## config.mk

```make
export PLATFORM = sky130hd
export DESIGN_NAME = jump_and_increment_execution
export DESIGN_NICKNAME = d
export VERILOG_FILES = /design/src/design/exec_pkg.sv /design/src/design/jump_and_increment_execution.sv /design/src/design/add_one_unit.sv
export SDC_FILE = /design/constraint.sdc
export NUM_CORES = 1
export LEC_CHECK = 0
export ABC_AREA = 1
export BUFFER_PORTS_ARGS = -buffer_cell sky130_fd_sc_hd__buf_2
export CAP_MARGIN = 20
export CORE_ASPECT_RATIO = 0.8
export CORE_MARGIN = 8
export CORE_UTILIZATION = 30
export DETAILED_ROUTE_END_ITERATION = 7
export HOLD_SLACK_MARGIN = 0.15
export PLACE_DENSITY_LB_ADDON = 0.12
export SLEW_MARGIN = 20
export SYNTH_ARGS = -nofsm -noshare
export SYNTH_HDL_FRONTEND = slang
export SYNTH_SLANG_ARGS = --single-unit
export TNS_END_PERCENT = 100
```

## constraint.sdc

```tcl
create_clock -name core_clk -period 11.5 [get_ports core_clk]
set_input_delay 2.3 -clock core_clk [delete_from_list [all_inputs] [get_ports core_clk]]
set_output_delay 2.3 -clock core_clk [all_outputs]
set_load 0.02 [all_outputs]
```

## src/design/exec_pkg.sv

```systemverilog
// Shared constants and types for the jump and add-one execution unit
package exec_pkg;

    // Wishbone geometry
    localparam int WB_AW = 8;
    localparam int WB_DW = 32;

    // Register byte offsets
    localparam logic [7:0] OFS_INSTR  = 8'h00;
    localparam logic [7:0] OFS_PC     = 8'h04;
    localparam logic [7:0] OFS_ACC    = 8'h08;
    localparam logic [7:0] OFS_STATUS = 8'h0C;

    // Flag bit positions inside the flag vector and the status register
    localparam int FLG_C  = 0;
    localparam int FLG_DC = 1;
    localparam int FLG_Z  = 2;
    localparam int FLG_OV = 3;
    localparam int FLG_N  = 4;
    localparam int FLG_W  = 5;

    // Status register fields above the flags
    localparam int STS_BUSY    = 5;
    localparam int STS_WAIT_HI = 6;
    localparam int STS_REFUSED = 7;

    // Reset values
    localparam logic [20:0] RST_PC    = 21'h000000;
    localparam logic [7:0]  RST_ACC   = 8'h00;
    localparam logic [4:0]  RST_FLAGS = 5'h00;

    // Instruction encodings
    localparam logic [7:0] FAR_JUMP_W1_OP  = 8'hEF;
    localparam logic [3:0] FAR_JUMP_W2_PFX = 4'hF;
    localparam logic [5:0] ADD_ONE_OP      = 6'h0A;
    localparam int         OP_DEST_BIT     = 9;
    localparam int         OP_ACCESS_BIT   = 8;

    // Access bank halves: low addresses map to bank 0, high ones to the top bank
    localparam logic [3:0] ACCESS_LO_BANK = 4'h0;
    localparam logic [3:0] ACCESS_HI_BANK = 4'hF;

    // Quarter phases of one instruction cycle
    localparam logic [1:0] PH_Q1 = 2'h0;
    localparam logic [1:0] PH_Q2 = 2'h1;
    localparam logic [1:0] PH_Q3 = 2'h2;
    localparam logic [1:0] PH_Q4 = 2'h3;

    typedef enum logic [1:0] {
        ST_IDLE,
        ST_WAIT_HI,
        ST_EXEC,
        ST_FLUSH
    } exec_state_t;

endpackage

```

## src/design/jump_and_increment_execution.sv

```systemverilog
// Execution unit for the far jump and add-one instructions behind a Wishbone register port
`timescale 1ns/10ps
// Overview of operation
// - Far jump loads its 20-bit literal into program counter bits 20:1, bit 0 zero.
// - Far jump reaches the full 2-Mbyte program space when its second word carries the F prefix.
// - Far jump uses two words and two cycles; the second cycle does nothing.
// - Add-one is recognised by opcode 001010, then destination, access, 8-bit address.
// - Add-one writes sum to accumulator when destination is 0, else to the register.
// - Access bit 0 uses the access bank, 1 uses the bank pointer.
// - Add-one updates carry, half carry, negative, overflow and zero; FF wraps to 00.
module jump_and_increment_execution (
    input  wire logic                       core_clk,
    input  wire logic                       rst,
    input  wire logic                       clk_en,
    // Register port
    input  wire logic                       wb_cyc_i,
    input  wire logic                       wb_stb_i,
    input  wire logic                       wb_we_i,
    input  wire logic [3:0]                 wb_sel_i,
    input  wire logic [exec_pkg::WB_AW-1:0] wb_adr_i,
    input  wire logic [exec_pkg::WB_DW-1:0] wb_dat_i,
    output wire logic [exec_pkg::WB_DW-1:0] wb_dat_o,
    output wire logic                       wb_ack_o,
    // Data memory side
    input  wire logic [3:0]                 bank_pointer,
    input  wire logic [7:0]                 dmem_rdata,
    output wire logic [11:0]                dmem_addr,
    output wire logic [7:0]                 dmem_wdata,
    output wire logic                       dmem_we,
    // Core state
    output wire logic [20:0]                prog_counter,
    output wire logic [7:0]                 accumulator,
    output wire logic                       carry_flag,
    output wire logic                       half_byte_flag,
    output wire logic                       zero_flag,
    output wire logic                       arith_wrap_flag,
    output wire logic                       neg_flag,
    output wire logic                       busy
);
    import exec_pkg::*;

    typedef struct packed {
        // Sequencer
        exec_state_t        st;
        logic [1:0]         phase;
        // Instruction words and operands
        logic [15:0]        instr;
        logic [11:0]        khi;
        logic [7:0]         klo;
        logic [7:0]         opnd;
        // Architectural state
        logic [20:0]        pc;
        logic [7:0]         acc;
        logic [FLG_W-1:0]   flg;
        // Data memory strobes
        logic [11:0]        dmem_addr;
        logic [7:0]         dmem_wdata;
        logic               dmem_we;
        // Bus answer and status
        logic               ack;
        logic [WB_DW-1:0]   dat_o;
        logic               refused;
        logic               busy;
    } state_t;

    // State register and its next value
    state_t             cur;
    state_t             next_cur;
    // Incrementer results
    logic [7:0]         inc_sum;
    logic [FLG_W-1:0]   inc_flags;
    // Bus decode
    logic               bus_req;
    logic               bus_wr;
    logic               instr_wr;
    // Instruction fields
    logic               is_jump;
    logic               is_add;
    logic               dest_reg;
    logic               use_bank_ptr;
    logic [7:0]         reg_off;
    logic [3:0]         eff_bank;
    logic [WB_DW-1:0]   status_word;
    logic [WB_DW-1:0]   pc_merged;

    // Merge write data into an old word by byte lanes
    function automatic logic [WB_DW-1:0] lane_merge(input logic [WB_DW-1:0] old_w,
                                                    input logic [WB_DW-1:0] new_w,
                                                    input logic [3:0]       sel);
        logic [WB_DW-1:0] res;
        res = old_w;
        for (int i = 0; i < 4; i++) begin
            if (sel[i]) begin
                res[i*8 +: 8] = new_w[i*8 +: 8];
            end
        end
        return res;
    endfunction

    // Incrementer works on the operand captured in Q2
    add_one_unit u_add_one (
        .operand (cur.opnd),
        .sum     (inc_sum),
        .flags   (inc_flags)
    );

    // Byte-lane merge of a bus write into the zero-extended program counter
    assign pc_merged = lane_merge({11'h000, cur.pc}, wb_dat_i, wb_sel_i);

    // Instruction field decode
    assign is_jump      = (cur.instr[15:8] == FAR_JUMP_W1_OP);
    assign is_add       = (cur.instr[15:10] == ADD_ONE_OP);
    assign dest_reg     = cur.instr[OP_DEST_BIT];
    assign use_bank_ptr = cur.instr[OP_ACCESS_BIT];
    assign reg_off      = cur.instr[7:0];

    // Bank pointer is bypassed when the access bit is clear
    assign eff_bank = use_bank_ptr ? bank_pointer :
                      (reg_off[7] ? ACCESS_HI_BANK : ACCESS_LO_BANK);

    // Bus strobes: a request completes on the edge where ack is high
    assign bus_req  = wb_cyc_i & wb_stb_i;
    assign bus_wr   = bus_req & cur.ack & wb_we_i;
    assign instr_wr = bus_wr & (wb_adr_i == OFS_INSTR) & (wb_sel_i[1:0] == 2'h3);

    // Status word seen by software
    always_comb begin
        status_word = '0;
        status_word[FLG_W-1:0]  = cur.flg;
        status_word[STS_BUSY]    = cur.busy;
        status_word[STS_WAIT_HI] = (cur.st == ST_WAIT_HI);
        status_word[STS_REFUSED] = cur.refused;
    end

    // Next-state logic for bus, sequencer and datapath
    always_comb begin
        next_cur = cur;
        next_cur.dmem_we = 1'b0;
        next_cur.ack     = bus_req & ~cur.ack;

        // Read data prepared with ack; unmapped offsets read zero
        unique case (wb_adr_i)
            OFS_INSTR:  next_cur.dat_o = {16'h0000, cur.instr};
            OFS_PC:     next_cur.dat_o = {11'h000, cur.pc};
            OFS_ACC:    next_cur.dat_o = {24'h000000, cur.acc};
            OFS_STATUS: next_cur.dat_o = status_word;
            default:    next_cur.dat_o = '0;
        endcase

        // Software writes to program counter, accumulator and status
        if (bus_wr && wb_adr_i == OFS_PC) begin
            next_cur.pc = pc_merged[20:0];
            next_cur.pc[0] = 1'b0;
        end
        if (bus_wr && wb_adr_i == OFS_ACC && wb_sel_i[0]) begin
            next_cur.acc = wb_dat_i[7:0];
        end
        if (bus_wr && wb_adr_i == OFS_STATUS && wb_sel_i[0]) begin
            if (wb_dat_i[STS_REFUSED]) begin
                next_cur.refused = 1'b0;
            end
            next_cur.flg = wb_dat_i[FLG_W-1:0];
        end

        // Sequencer
        unique case (cur.st)
            ST_IDLE: begin
                if (instr_wr) begin
                    next_cur.instr = wb_dat_i[15:0];
                    next_cur.phase = PH_Q1;
                    if (wb_dat_i[15:8] == FAR_JUMP_W1_OP) begin
                        next_cur.st = ST_WAIT_HI;
                    end else begin
                        next_cur.st = ST_EXEC;
                    end
                    next_cur.busy = 1'b1;
                end
            end

            ST_WAIT_HI: begin
                // Second word must carry the all-ones prefix, else the jump is dropped
                if (instr_wr) begin
                    if (wb_dat_i[15:12] == FAR_JUMP_W2_PFX) begin
                        next_cur.khi = wb_dat_i[11:0];
                        next_cur.st  = ST_EXEC;
                    end else begin
                        next_cur.st      = ST_IDLE;
                        next_cur.busy    = 1'b0;
                        next_cur.refused = 1'b1;
                    end
                end
            end

            ST_EXEC: begin
                next_cur.phase = cur.phase + 2'h1;
                unique case (cur.phase)
                    PH_Q1: begin
                        // Decode and present the register address
                        if (is_add) begin
                            next_cur.dmem_addr = {eff_bank, reg_off};
                        end
                    end

                    PH_Q2: begin
                        // Read the register, or latch the low literal
                        if (is_add) begin
                            next_cur.opnd = dmem_rdata;
                        end
                        if (is_jump) begin
                            next_cur.klo = cur.instr[7:0];
                        end
                    end

                    PH_Q3: begin
                        // Process data; register write strobe lands in Q4
                        if (is_add) begin
                            next_cur.dmem_wdata = inc_sum;
                            next_cur.dmem_we    = dest_reg;
                        end
                    end

                    PH_Q4: begin
                        // Write destination, or load the program counter
                        if (is_add) begin
                            if (!dest_reg) begin
                                next_cur.acc = inc_sum;
                            end
                            next_cur.flg = inc_flags;
                        end
                        if (is_jump) begin
                            next_cur.pc = {cur.khi, cur.klo, 1'b0};
                            next_cur.st = ST_FLUSH;
                        end else begin
                            next_cur.st   = ST_IDLE;
                            next_cur.busy = 1'b0;
                        end
                    end
                endcase
            end

            ST_FLUSH: begin
                // Idle second cycle while the target is fetched
                next_cur.phase = cur.phase + 2'h1;
                if (cur.phase == PH_Q4) begin
                    next_cur.st   = ST_IDLE;
                    next_cur.busy = 1'b0;
                end
            end
        endcase

        // Instruction writes while executing are dropped; set beats a same-cycle clear
        if (instr_wr && (cur.st == ST_EXEC || cur.st == ST_FLUSH)) begin
            next_cur.refused = 1'b1;
        end
    end

    // State register, frozen while the clock enable is low
    always_ff @(posedge core_clk or posedge rst) begin
        if (rst) begin
            cur.st         <= ST_IDLE;
            cur.phase      <= PH_Q1;
            cur.instr      <= 16'h0000;
            cur.khi        <= 12'h000;
            cur.klo        <= 8'h00;
            cur.opnd       <= 8'h00;
            cur.pc         <= RST_PC;
            cur.acc        <= RST_ACC;
            cur.flg        <= RST_FLAGS;
            cur.dmem_addr  <= 12'h000;
            cur.dmem_wdata <= 8'h00;
            cur.dmem_we    <= 1'b0;
            cur.ack        <= 1'b0;
            cur.dat_o      <= '0;
            cur.refused    <= 1'b0;
            cur.busy       <= 1'b0;
        end else if (clk_en) begin
            cur <= next_cur;
        end
    end

    // Outputs straight from the state register
    assign wb_dat_o        = cur.dat_o;
    assign wb_ack_o        = cur.ack;

    // Data memory strobes
    assign dmem_addr       = cur.dmem_addr;
    assign dmem_wdata      = cur.dmem_wdata;
    assign dmem_we         = cur.dmem_we;

    // Architectural state and flags
    assign prog_counter    = cur.pc;
    assign accumulator     = cur.acc;
    assign carry_flag      = cur.flg[FLG_C];
    assign half_byte_flag  = cur.flg[FLG_DC];
    assign zero_flag       = cur.flg[FLG_Z];
    assign arith_wrap_flag = cur.flg[FLG_OV];
    assign neg_flag        = cur.flg[FLG_N];

    // Sequencer activity
    assign busy            = cur.busy;
endmodule

```

## src/design/add_one_unit.sv

```systemverilog
// Byte incrementer with arithmetic flag generation
`timescale 1ns/10ps
module add_one_unit (
    input  wire logic [7:0]                 operand,
    output wire logic [7:0]                 sum,
    output wire logic [exec_pkg::FLG_W-1:0] flags
);
    import exec_pkg::*;

    logic [8:0] wide;

    // Nine-bit sum keeps the carry out of bit 7
    assign wide = {1'b0, operand} + 9'h001;
    assign sum  = wide[7:0];

    // All-ones wraps to zero with carry and half carry set
    assign flags[FLG_C]  = wide[8];
    assign flags[FLG_DC] = (operand[3:0] == 4'hF);
    assign flags[FLG_Z]  = (wide[7:0] == 8'h00);
    assign flags[FLG_OV] = (operand == 8'h7F);
    assign flags[FLG_N]  = wide[7];
endmodule

```

Yosys cells after proc, flatten, opt, wreduce, memory -nomap -nowiden:

Index checks and enable logic that the tools add are counted.
W data, S select, Z words.

* bits in registers: 138
* bits in latches: 0
* memory bits (writable): 0
* bits in read-only memories: 0
* input port bits: 62
* output and inout bits: 89
* logic and storage cells: 107
* memories kept: 0

* add/subtract/negate cells: 2
* multiply operators: 0
* div/mod/pow operators: 0
* magnitude comparators: 0
* equal/unequal tests: 22
* shifts and indexed selects: 0
* multiplexer cells: 38
* bitwise logic cells: 7
* reductions and logical operators: 22

Operators with widths (number)
* $pmux W21 S4: 1
* $mux W55: 1
* $mux W21: 2
* $mux W34: 1
* $mux W8: 4
* $mux W12: 2
* $mux W20: 1
* $reduce_and A4 Y1: 5
* $mux W9: 2
* $eq A8 B4 Y1 const B: 2
* $eq A8 B8 Y1 const B: 2
* $logic_not A8 Y1: 2
* $mux W2: 8
* $mux W13: 1
* $ne A2 B2 Y1 const B: 6
* $eq A2 B2 Y1 const B: 5
* $mux W5: 2
* $add A8 B1 Y9 const B: 1
* $eq A4 B4 Y1 const B: 2
* $eq A8 B3 Y1 const B: 1
* $eq A8 B7 Y1 const B: 1
* $mux W1: 8
* $mux W4: 2
* $pmux W2 S4: 1
* other kinds (15): 28

Depth between registers and ports, before layout:

Gate-level depths: netlist of the first run.

* depth in word-level cells: 10
* gate-level depth with buffers: 11
* mapped depth without buffers: 11

Modules after synthesis:

From an unflattened synthesis of the first run, not the netlist that was laid out.

* cells, all modules: 1032
* area, all modules: 7485.9 sq um

Modules (own cells, without submodules)
* jump_and_increment_execution: instances 1, cells each 981, area each 7221.9 sq um, seq. area each 3178.0 sq um
* add_one_unit: instances 1, cells each 51, area each 264.0 sq um, seq. area each 0.0 sq um

Worst setup path before layout of the first run:

Ideal clock, no wire load.

* path kind: input-to-reg
* start: input wb_sel_i[1]
* end: register cur[106] in the netlist's numbering
* setup time: 0.121 ns
* arrival time: 3.240 ns
* data required time: 11.379 ns
* path slack: 8.139 ns
* cell stages on the path: 7
* path buffers: 2
* path through: clkbuf_1 inv_1 nor2_4 nand3_4 nor2_4 buf_4 o21ai_1

* longest elaborated chain between the ends: 3

RTL lines
* start, declared: RTL line jump_and_increment_execution.sv:19 `input wire logic [3:0] wb_sel_i,`
* $eq A2 B2 Y1: RTL line jump_and_increment_execution.sv:124 `assign instr_wr = bus_wr & (wb_adr_i == OFS_INSTR) & (wb_sel_i[1:0] == 2'h3);`
* $and A1 B1 Y1: RTL line jump_and_increment_execution.sv:124
* $reduce_and A4 Y1 (no line)
* end signal, assigned: RTL line jump_and_increment_execution.sv:277 `cur <= next_cur;`
* end, declared: RTL line jump_and_increment_execution.sv:67 `state_t cur;`

Every way passes these cells.
A chain may end at the register's enable or synchronous reset.

Worst setup path after layout of the first run:

* start: input clk_en
* end: register dmem_addr[10] (netlist name)

* longest elaborated chain between the ends: 1

RTL lines
* start, declared: RTL line jump_and_increment_execution.sv:14 `input wire logic clk_en,`
* $reduce_and A4 Y1 (no line)

Every way passes these cells.

==> flow_metrics.tcl, run 1 <==
set metrics [dict create \
    clockBufferDepth 2 \
    p_sw_w 0.000361 \
    globalRouteOverflowTotal 0 \
    r2r_slack_ns 9.10 \
    start_util 0.302 \
    rsz0062_at_grt "false" \
    p_sw_frac 0.299 \
    synth_seq_area_share 0.438 \
    min_period_ns 4.28 \
    fin_ws_ns 7.22 \
    post-route-period-util 0.372 \
    port_buffers 127 \
    dp_hpwl_mm 17.0 \
    num_vias 6090 \
    clk_latency_ns 0.43 \
    cap_violations 0 \
    synth_ff_type "dfrtp_1" \
    setup_viol 0 \
    power_density_mw_per_mm2 148 \
    grt_pass1_wl_mm 36.2 \
    cts_tree "yes" \
    final_cell_mix "346 x nand2_1, 127 x dfrtp_1, 127 x buf_2, 89 x inv_1, 61 x nand3_1" \
    numCtsBuffers 17 \
    status "completed" \
    hold_viol 0 \
    dr.first_iter.drc_count 458 \
    syn-cell-area_sq_mm 0.00726 \
    synth-seq-cells 127 \
    netlist-cell-type-count 38 \
    clk_pin_slew_ns 0.06 \
    required_ns 11.87 \
    reg2reg_from "cur[134]" \
    rr_worst_depth 8 \
    async_flop_share 1.00 \
    crit_start "clk_en" \
    drv_slew 0 \
    wl_per_cell_um 17.2 \
    relSlewSlack 0.339 \
    grt_max_degree 74 \
    drive_gt1_frac 0.188 \
    die-area_sq_mm 0.0295 \
    path_class "input pin to register" \
    hold_ws_ns 0.472 \
    grtUsageTotal 0.159 \
    antenna_found_initial 0 \
    netlist_instances 967 \
    first_global_vias 6022 \
    leakage_nw 4.43 \
    cts_root_buf "clkbuf_16" \
    diodes 0 \
    die_w_um 190 \
    htreeDepth 4 \
    comb_power_share 0.138 \
    cts.sink_count 127 \
    rows 51 \
    fin_setup_tns_ns 0 \
    cp_cell_sequence "buf_2, buf_4, inv_2, buf_4, nor2_4, nand3_1, inv_1, nand2_1, nand2_1" \
    cp-end-kind "register" \
    synth-edff-count 0 \
    boundaryPins 151 \
    endpoint "dmem_addr[10]" \
    ir_drop_uv 97.3 \
    seq_power_share 0.414 \
    clkPwrFrac 0.448 \
    layout.cells.non_filler 1344 \
    post-place-ws_ns 6.75 \
    layout.nets 1081 \
    core-area_sq_mm 0.0241 \
    r2r-end "accumulator[1]" \
    slowest_stage "nand3_1" \
    synth_warnings 0 \
    vias_per_cell 4.53 \
    postCtsSetupRepairBufs 0 \
    setup.worst_path.start_class "input pin" \
    antenna_left 0 \
    cts_hold_buffers 0 \
    fmax_ghz 0.234 \
    intPower_w 0.000846 \
    worstPathMaxFanout 72 \
    cts_resized 0 \
    hp-class "register to register" \
    slowest_delay_ns 0.60 \
    synth_area_per_cell_sq_um 7.50 \
    power_w 0.00121 \
    areaGrowthSynthToFinish_pct 12.6 \
    firstDrtPassIters 5 \
    gp_congestion 0.801 \
    worst_pin_slew_ns 0.991 \
    dp.cells 1313 \
    cp_data_arrival_time_ns 4.65 \
    chipHeight_um 155 \
    wirelength_mm 23.1 \
    drc 0 \
    layout_commonest_cell "nand2_1" \
    skew_ns 0.0102 \
]
[sequential cells by signal, indices dropped and copies added, names as in the netlist, 8 cells and up]
register,flops
accumulator,8
dmem_wdata,8
dmem_addr,12
prog_counter,21
cur,49
wb_dat_o,21
[cell usage after synthesis (3+ instances only)]
master	number	area, sq um
o21ai_0	45	225
inv_1	90	338
a21boi_0	9	67.6
ha_1	5	62.6
nand2_1	346	1300
buf_1	4	15.0
nand4_1	20	125
clkbuf_1	12	45.0
buf_6	4	45.0
inv_2	3	11.3
dfrtp_1	127	3180
a21oi_1	14	70.1
nor2_2	4	25.0
nor3_1	3	15.0
nor2_1	42	158
nand3_1	61	305
o22ai_1	8	50.1
buf_4	85	638
nor2_4	4	45.0
o21ai_1	33	165
o211ai_1	12	90.1
buf_2	11	55.1
nand2_2	7	43.8
[worst min-delay path by stage]
stage	from	to	slack [ns]	cells after the start
floorplan	dmem_addr[10]	dmem_addr[10]	0.45	2
global placement	wb_dat_o[17]	wb_dat_o[17]	0.46	2
detailed placement	wb_dat_o[17]	wb_dat_o[17]	0.46	2
CTS	wb_dat_o[17]	wb_dat_o[17]	0.48	2
global route	wb_dat_o[14]	wb_dat_o[14]	0.50	2
finish	wb_dat_o[15]	wb_dat_o[15]	0.47	2
[worst max-delay path, delay by kind of cell]
family	cells	cell delay, ns
buffers and inverters	5	1.28
AND/OR/NAND/NOR	4	0.99
[cell type report]
type                       count  area [sq um]
clock buffer                  18           439
clock inverter                13           141
fill                        2619         15900
inverter                      94           355
multi-input combinational    640          2970
sequential                   127          3180
tap                          318           398
timing repair buffer         134           688
[stage by stage]
stage / utilization / area, sq um
4_1_cts: 0.340 / 8170
6_report: 0.340 / 8170
2_1_floorplan: - / 7290
3_3_place_gp: 0.315 / 7590
3_5_place_dp: 0.315 / 7590
5_1_grt: 0.340 / 8170
[cell families (layout without fill, tap and decap cells)]
family / count (synthesis) / after routing / synth area share
adders and majority gates: 5 / 5 / 0.00862
other: 1 / 11 / 0.000517
and+or+nand+nor: 497 / 497 / 0.296
xor gates and xnor gates: 1 / 1 / 0.00121
AOI/OAI and AO/OA: 126 / 126 / 0.0971
DFF: 127 / 127 / 0.438
buffers and inverters: 210 / 259 / 0.159
[layer usage]
metal | vias to the layer above | part of all wire | global-route usage
met5 | - | 0 | 0
met4 | 0 | 0.0092 | 0.0349
met3 | 16 | 0.068 | 0.0443
met2 | 140 | 0.40 | 0.218
met1 | 2848 | 0.52 | 0.241
li1 | 3086 | - | -
[power by group through the flow]
stage / combinational [W] / clock [W] / sequential (W)
CTS: 0.000170 / 0.000553 / 0.000500
floorplan: 0.000130 / 0 / 0.000502
detailed placement: 0.000169 / 0 / 0.000507
global placement: 0.000170 / 0 / 0.000508
finish: 0.000167 / 0.000541 / 0.000500
global route: 0.000191 / 0.000570 / 0.000505
(Power assumes the default switching activity.)
==> run 2, diff against run 1 <==
--- a/config.mk
+++ b/config.mk
@@ -5,7 +5,7 @@
 export SDC_FILE = /design/constraint.sdc
 export NUM_CORES = 1
 export LEC_CHECK = 0
-export ABC_AREA = 1
+export ABC_AREA = 0
 export BUFFER_PORTS_ARGS = -buffer_cell sky130_fd_sc_hd__buf_2
 export CAP_MARGIN = 20
 export CORE_ASPECT_RATIO = 0.8
==> constraint.sdc (replaced) <==
create_clock -name core_clk -period 4 [get_ports core_clk]
set_input_delay 0.8 -clock core_clk [delete_from_list [all_inputs] [get_ports core_clk]]
set_output_delay 0.8 -clock core_clk [all_outputs]
set_load 0.02 [all_outputs]
==> run 2 against run 1 <==
  * Critical path type unchanged
  * Final area shrank 8.4%
  * First-iteration DRC count shrank 35%
  * Largest cell class unchanged
  * Global-route usage shrank 0.97 points
  * Power grew 140%
==> flow_metrics.tcl, run 2 <==
set metrics [dict create \
    status "completed" \
    grt_max_degree 128 \
    synth_top_area_frac 0.487 \
    firstDrtPassIters 4 \
    drc 0 \
    ir_drop_uv 218 \
    netlist_instances 573 \
    finalInstanceArea_sq_mm 0.00748 \
    cp_top_family "simple AND/OR/NAND/NOR gates" \
    largest_reg_flops 49 \
    antenna_found_initial 2 \
    reg2reg_from "cur[136]" \
    setup.worst_path.start_class "input pin" \
    final_cell_mix "127 x dfrtp_1, 127 x buf_2, 60 x mux2_2, 41 x nand2_1" \
    boundaryPins 151 \
    worst_pin_slew_ns 0.947 \
    synth_seq_area_share 0.487 \
    slowest_stage "or4_4" \
    areaGrowthSynthToFinish_pct 14.8 \
    skew_ns 0.00861 \
    required_ns 4.30 \
    drive_gt1_frac 0.380 \
    worstPathMaxFanout 15 \
    async_flop_share 1.00 \
    num-fill-cells 2152 \
    antenna_left 0 \
    grt_pass1_wl_mm 30.4 \
    port_buffers 127 \
    dp_hpwl_mm 14.4 \
    slowest_delay_ns 0.57 \
    grtUsageTotal 0.150 \
    hold_start "dmem_wdata[3]" \
    cts_resized 0 \
    cts_hold_buffers 0 \
    gp_congestion 0.821 \
    min_period_ns 2.78 \
    rows 48 \
    regMostFlops "cur" \
    finish.utilization 0.349 \
    yosys-top-cells-count "127 x dfrtp_1, 82 x buf_4, 60 x mux2_2, 41 x nand2_1, 20 x inv_1" \
    path_class "input pin to register" \
    fin_setup_tns_ns 0 \
    wirelength_mm 19.7 \
    rsz0062_at_grt "false" \
    regArea_sq_mm 0.00318 \
    dr.first_iter.drc_count 296 \
    cp-end-kind "register" \
    clk_pin_slew_ns 0.06 \
    synth.most_common_cell "dfrtp_1" \
    relSlewSlack 0.365 \
    synth_warnings 0 \
    power_density_mw_per_mm2 392 \
    syn-cell-area_sq_mm 0.00652 \
    cts_tree "yes" \
    r2r_slack_ns 1.53 \
    num_vias 4578 \
    layout.nets 701 \
    synthTopCellsByArea "dfrtp_1 49%, mux2_2 10%, buf_4 9.4%" \
    numCtsBuffers 17 \
    postCtsSetupRepairBufs 0 \
    globalRouteOverflowTotal 0 \
    synth_area_per_cell_sq_um 11.4 \
    fmax_ghz 0.360 \
    chipHeight_um 148 \
    drv_slew 0 \
    r2r-end "prog_counter[16]" \
    first_global_vias 4859 \
    die_w_um 181 \
    synth_ff_type "dfrtp_1" \
    setup_viol 0 \
    synth-edff-count 0 \
    leakage_nw 3.87 \
    post-route-period-util 0.695 \
    vias_per_cell 4.95 \
    rr_worst_depth 6 \
    cap_violations 0 \
    crit_top_cell "or4_4" \
    dp.cells 890 \
    place_area_sq_mm 0.00692 \
    synth_top_cell_by_area "dfrtp_1" \
    multi_input_area_sq_mm 0.00259 \
    clk_latency_ns 0.42 \
    cp_cell_sequence "buf_2, or4_4, or4_4, nor4_4, buf_4, mux2_2" \
    synth-seq-cells 127 \
    cp_data_arrival_time_ns 3.08 \
    cts.sink_count 127 \
    wl_per_cell_um 21.3 \
    die-area_sq_mm 0.0267 \
    htreeDepth 4 \
    min_to "dmem_wdata[3]" \
    hold_viol 0 \
    cp_num_buf_inv 2 \
    netlist-cell-type-count 59 \
    hp-class "register to register" \
    hold_depth 2 \
    core-area_sq_mm 0.0214 \
    cts_root_buf "clkbuf_16" \
    clockBufferDepth 2 \
    layout.cells.non_filler 924 \
    start_util 0.304 \
]
## run 2: metrics by stage
step | hold slack, ns | setup slack (ns) | power [W]
final | 0.476 | 1.22 | 0.00293
after floorplan | 0.442 | 1.13 | 0.00142
after global placement | 0.471 | 0.782 | 0.00148
after global routing | 0.507 | 1.14 | 0.00305
after detailed placement | 0.468 | 0.785 | 0.00148
after CTS | 0.483 | 1.21 | 0.00299
## run 2: worst min-delay path: stages, from the launching register on
cell	delay, ns
dfrtp_1	0.34
nand2_1	0.04
o21ai_0	0.06
## run 2: layout make-up
type	instances	area share
inverter	20	0.0105
tap	275	0.0460
clock inverter	15	0.0182
antenna	2	0.000669
sequential	127	0.425
clock buffer	17	0.0568
multi-input combinational	331	0.346
timing repair buffer	137	0.0966
## run 2: worst max path at each step
stage	startpoint	endpoint	slack, ns	cells after the start
2_1_floorplan	wb_adr_i[7]	cur[118]	1.13	5
3_3_place_gp	wb_adr_i[7]	cur[131]	0.78	6
3_5_place_dp	wb_adr_i[7]	cur[132]	0.79	6
4_1_cts	wb_adr_i[7]	cur[119]	1.21	6
5_1_grt	wb_adr_i[7]	cur[130]	1.14	6
6_report	wb_adr_i[7]	cur[130]	1.22	6
## run 2: logic make-up (layout without fill, tap and decap cells)
group                    count (synthesis)  count (layout)  synth area share
XOR/XNOR                                 6               6           0.00806
flip-flops                             127             127             0.487
adder cells (fa/ha/maj)                  5               5           0.00959
AO/OA/AOI/OAI                          109             109             0.126
multiplexers                            76              76             0.144
other                                    1              13          0.000575
buffers and inverters                  125             189             0.121
AND/OR/NAND/NOR                        124             124             0.104
## run 2: where the power goes
group	switching, W	total, W	internal, W
clock network	0.000618	0.00148	0.000861
registers	0.00000903	0.00130	0.00129
logic	0.000106	0.000152	0.0000465
## run 2: metal layers
layer | track usage | part of all wire | up-vias
met2 | 0.220 | 0.44 | 127
met1 | 0.210 | 0.49 | 2326
li1 | - | - | 2113
met3 | 0.0486 | 0.066 | 8
met4 | 0.0334 | 0.0036 | 4
met5 | 0 | 0.0013 | -
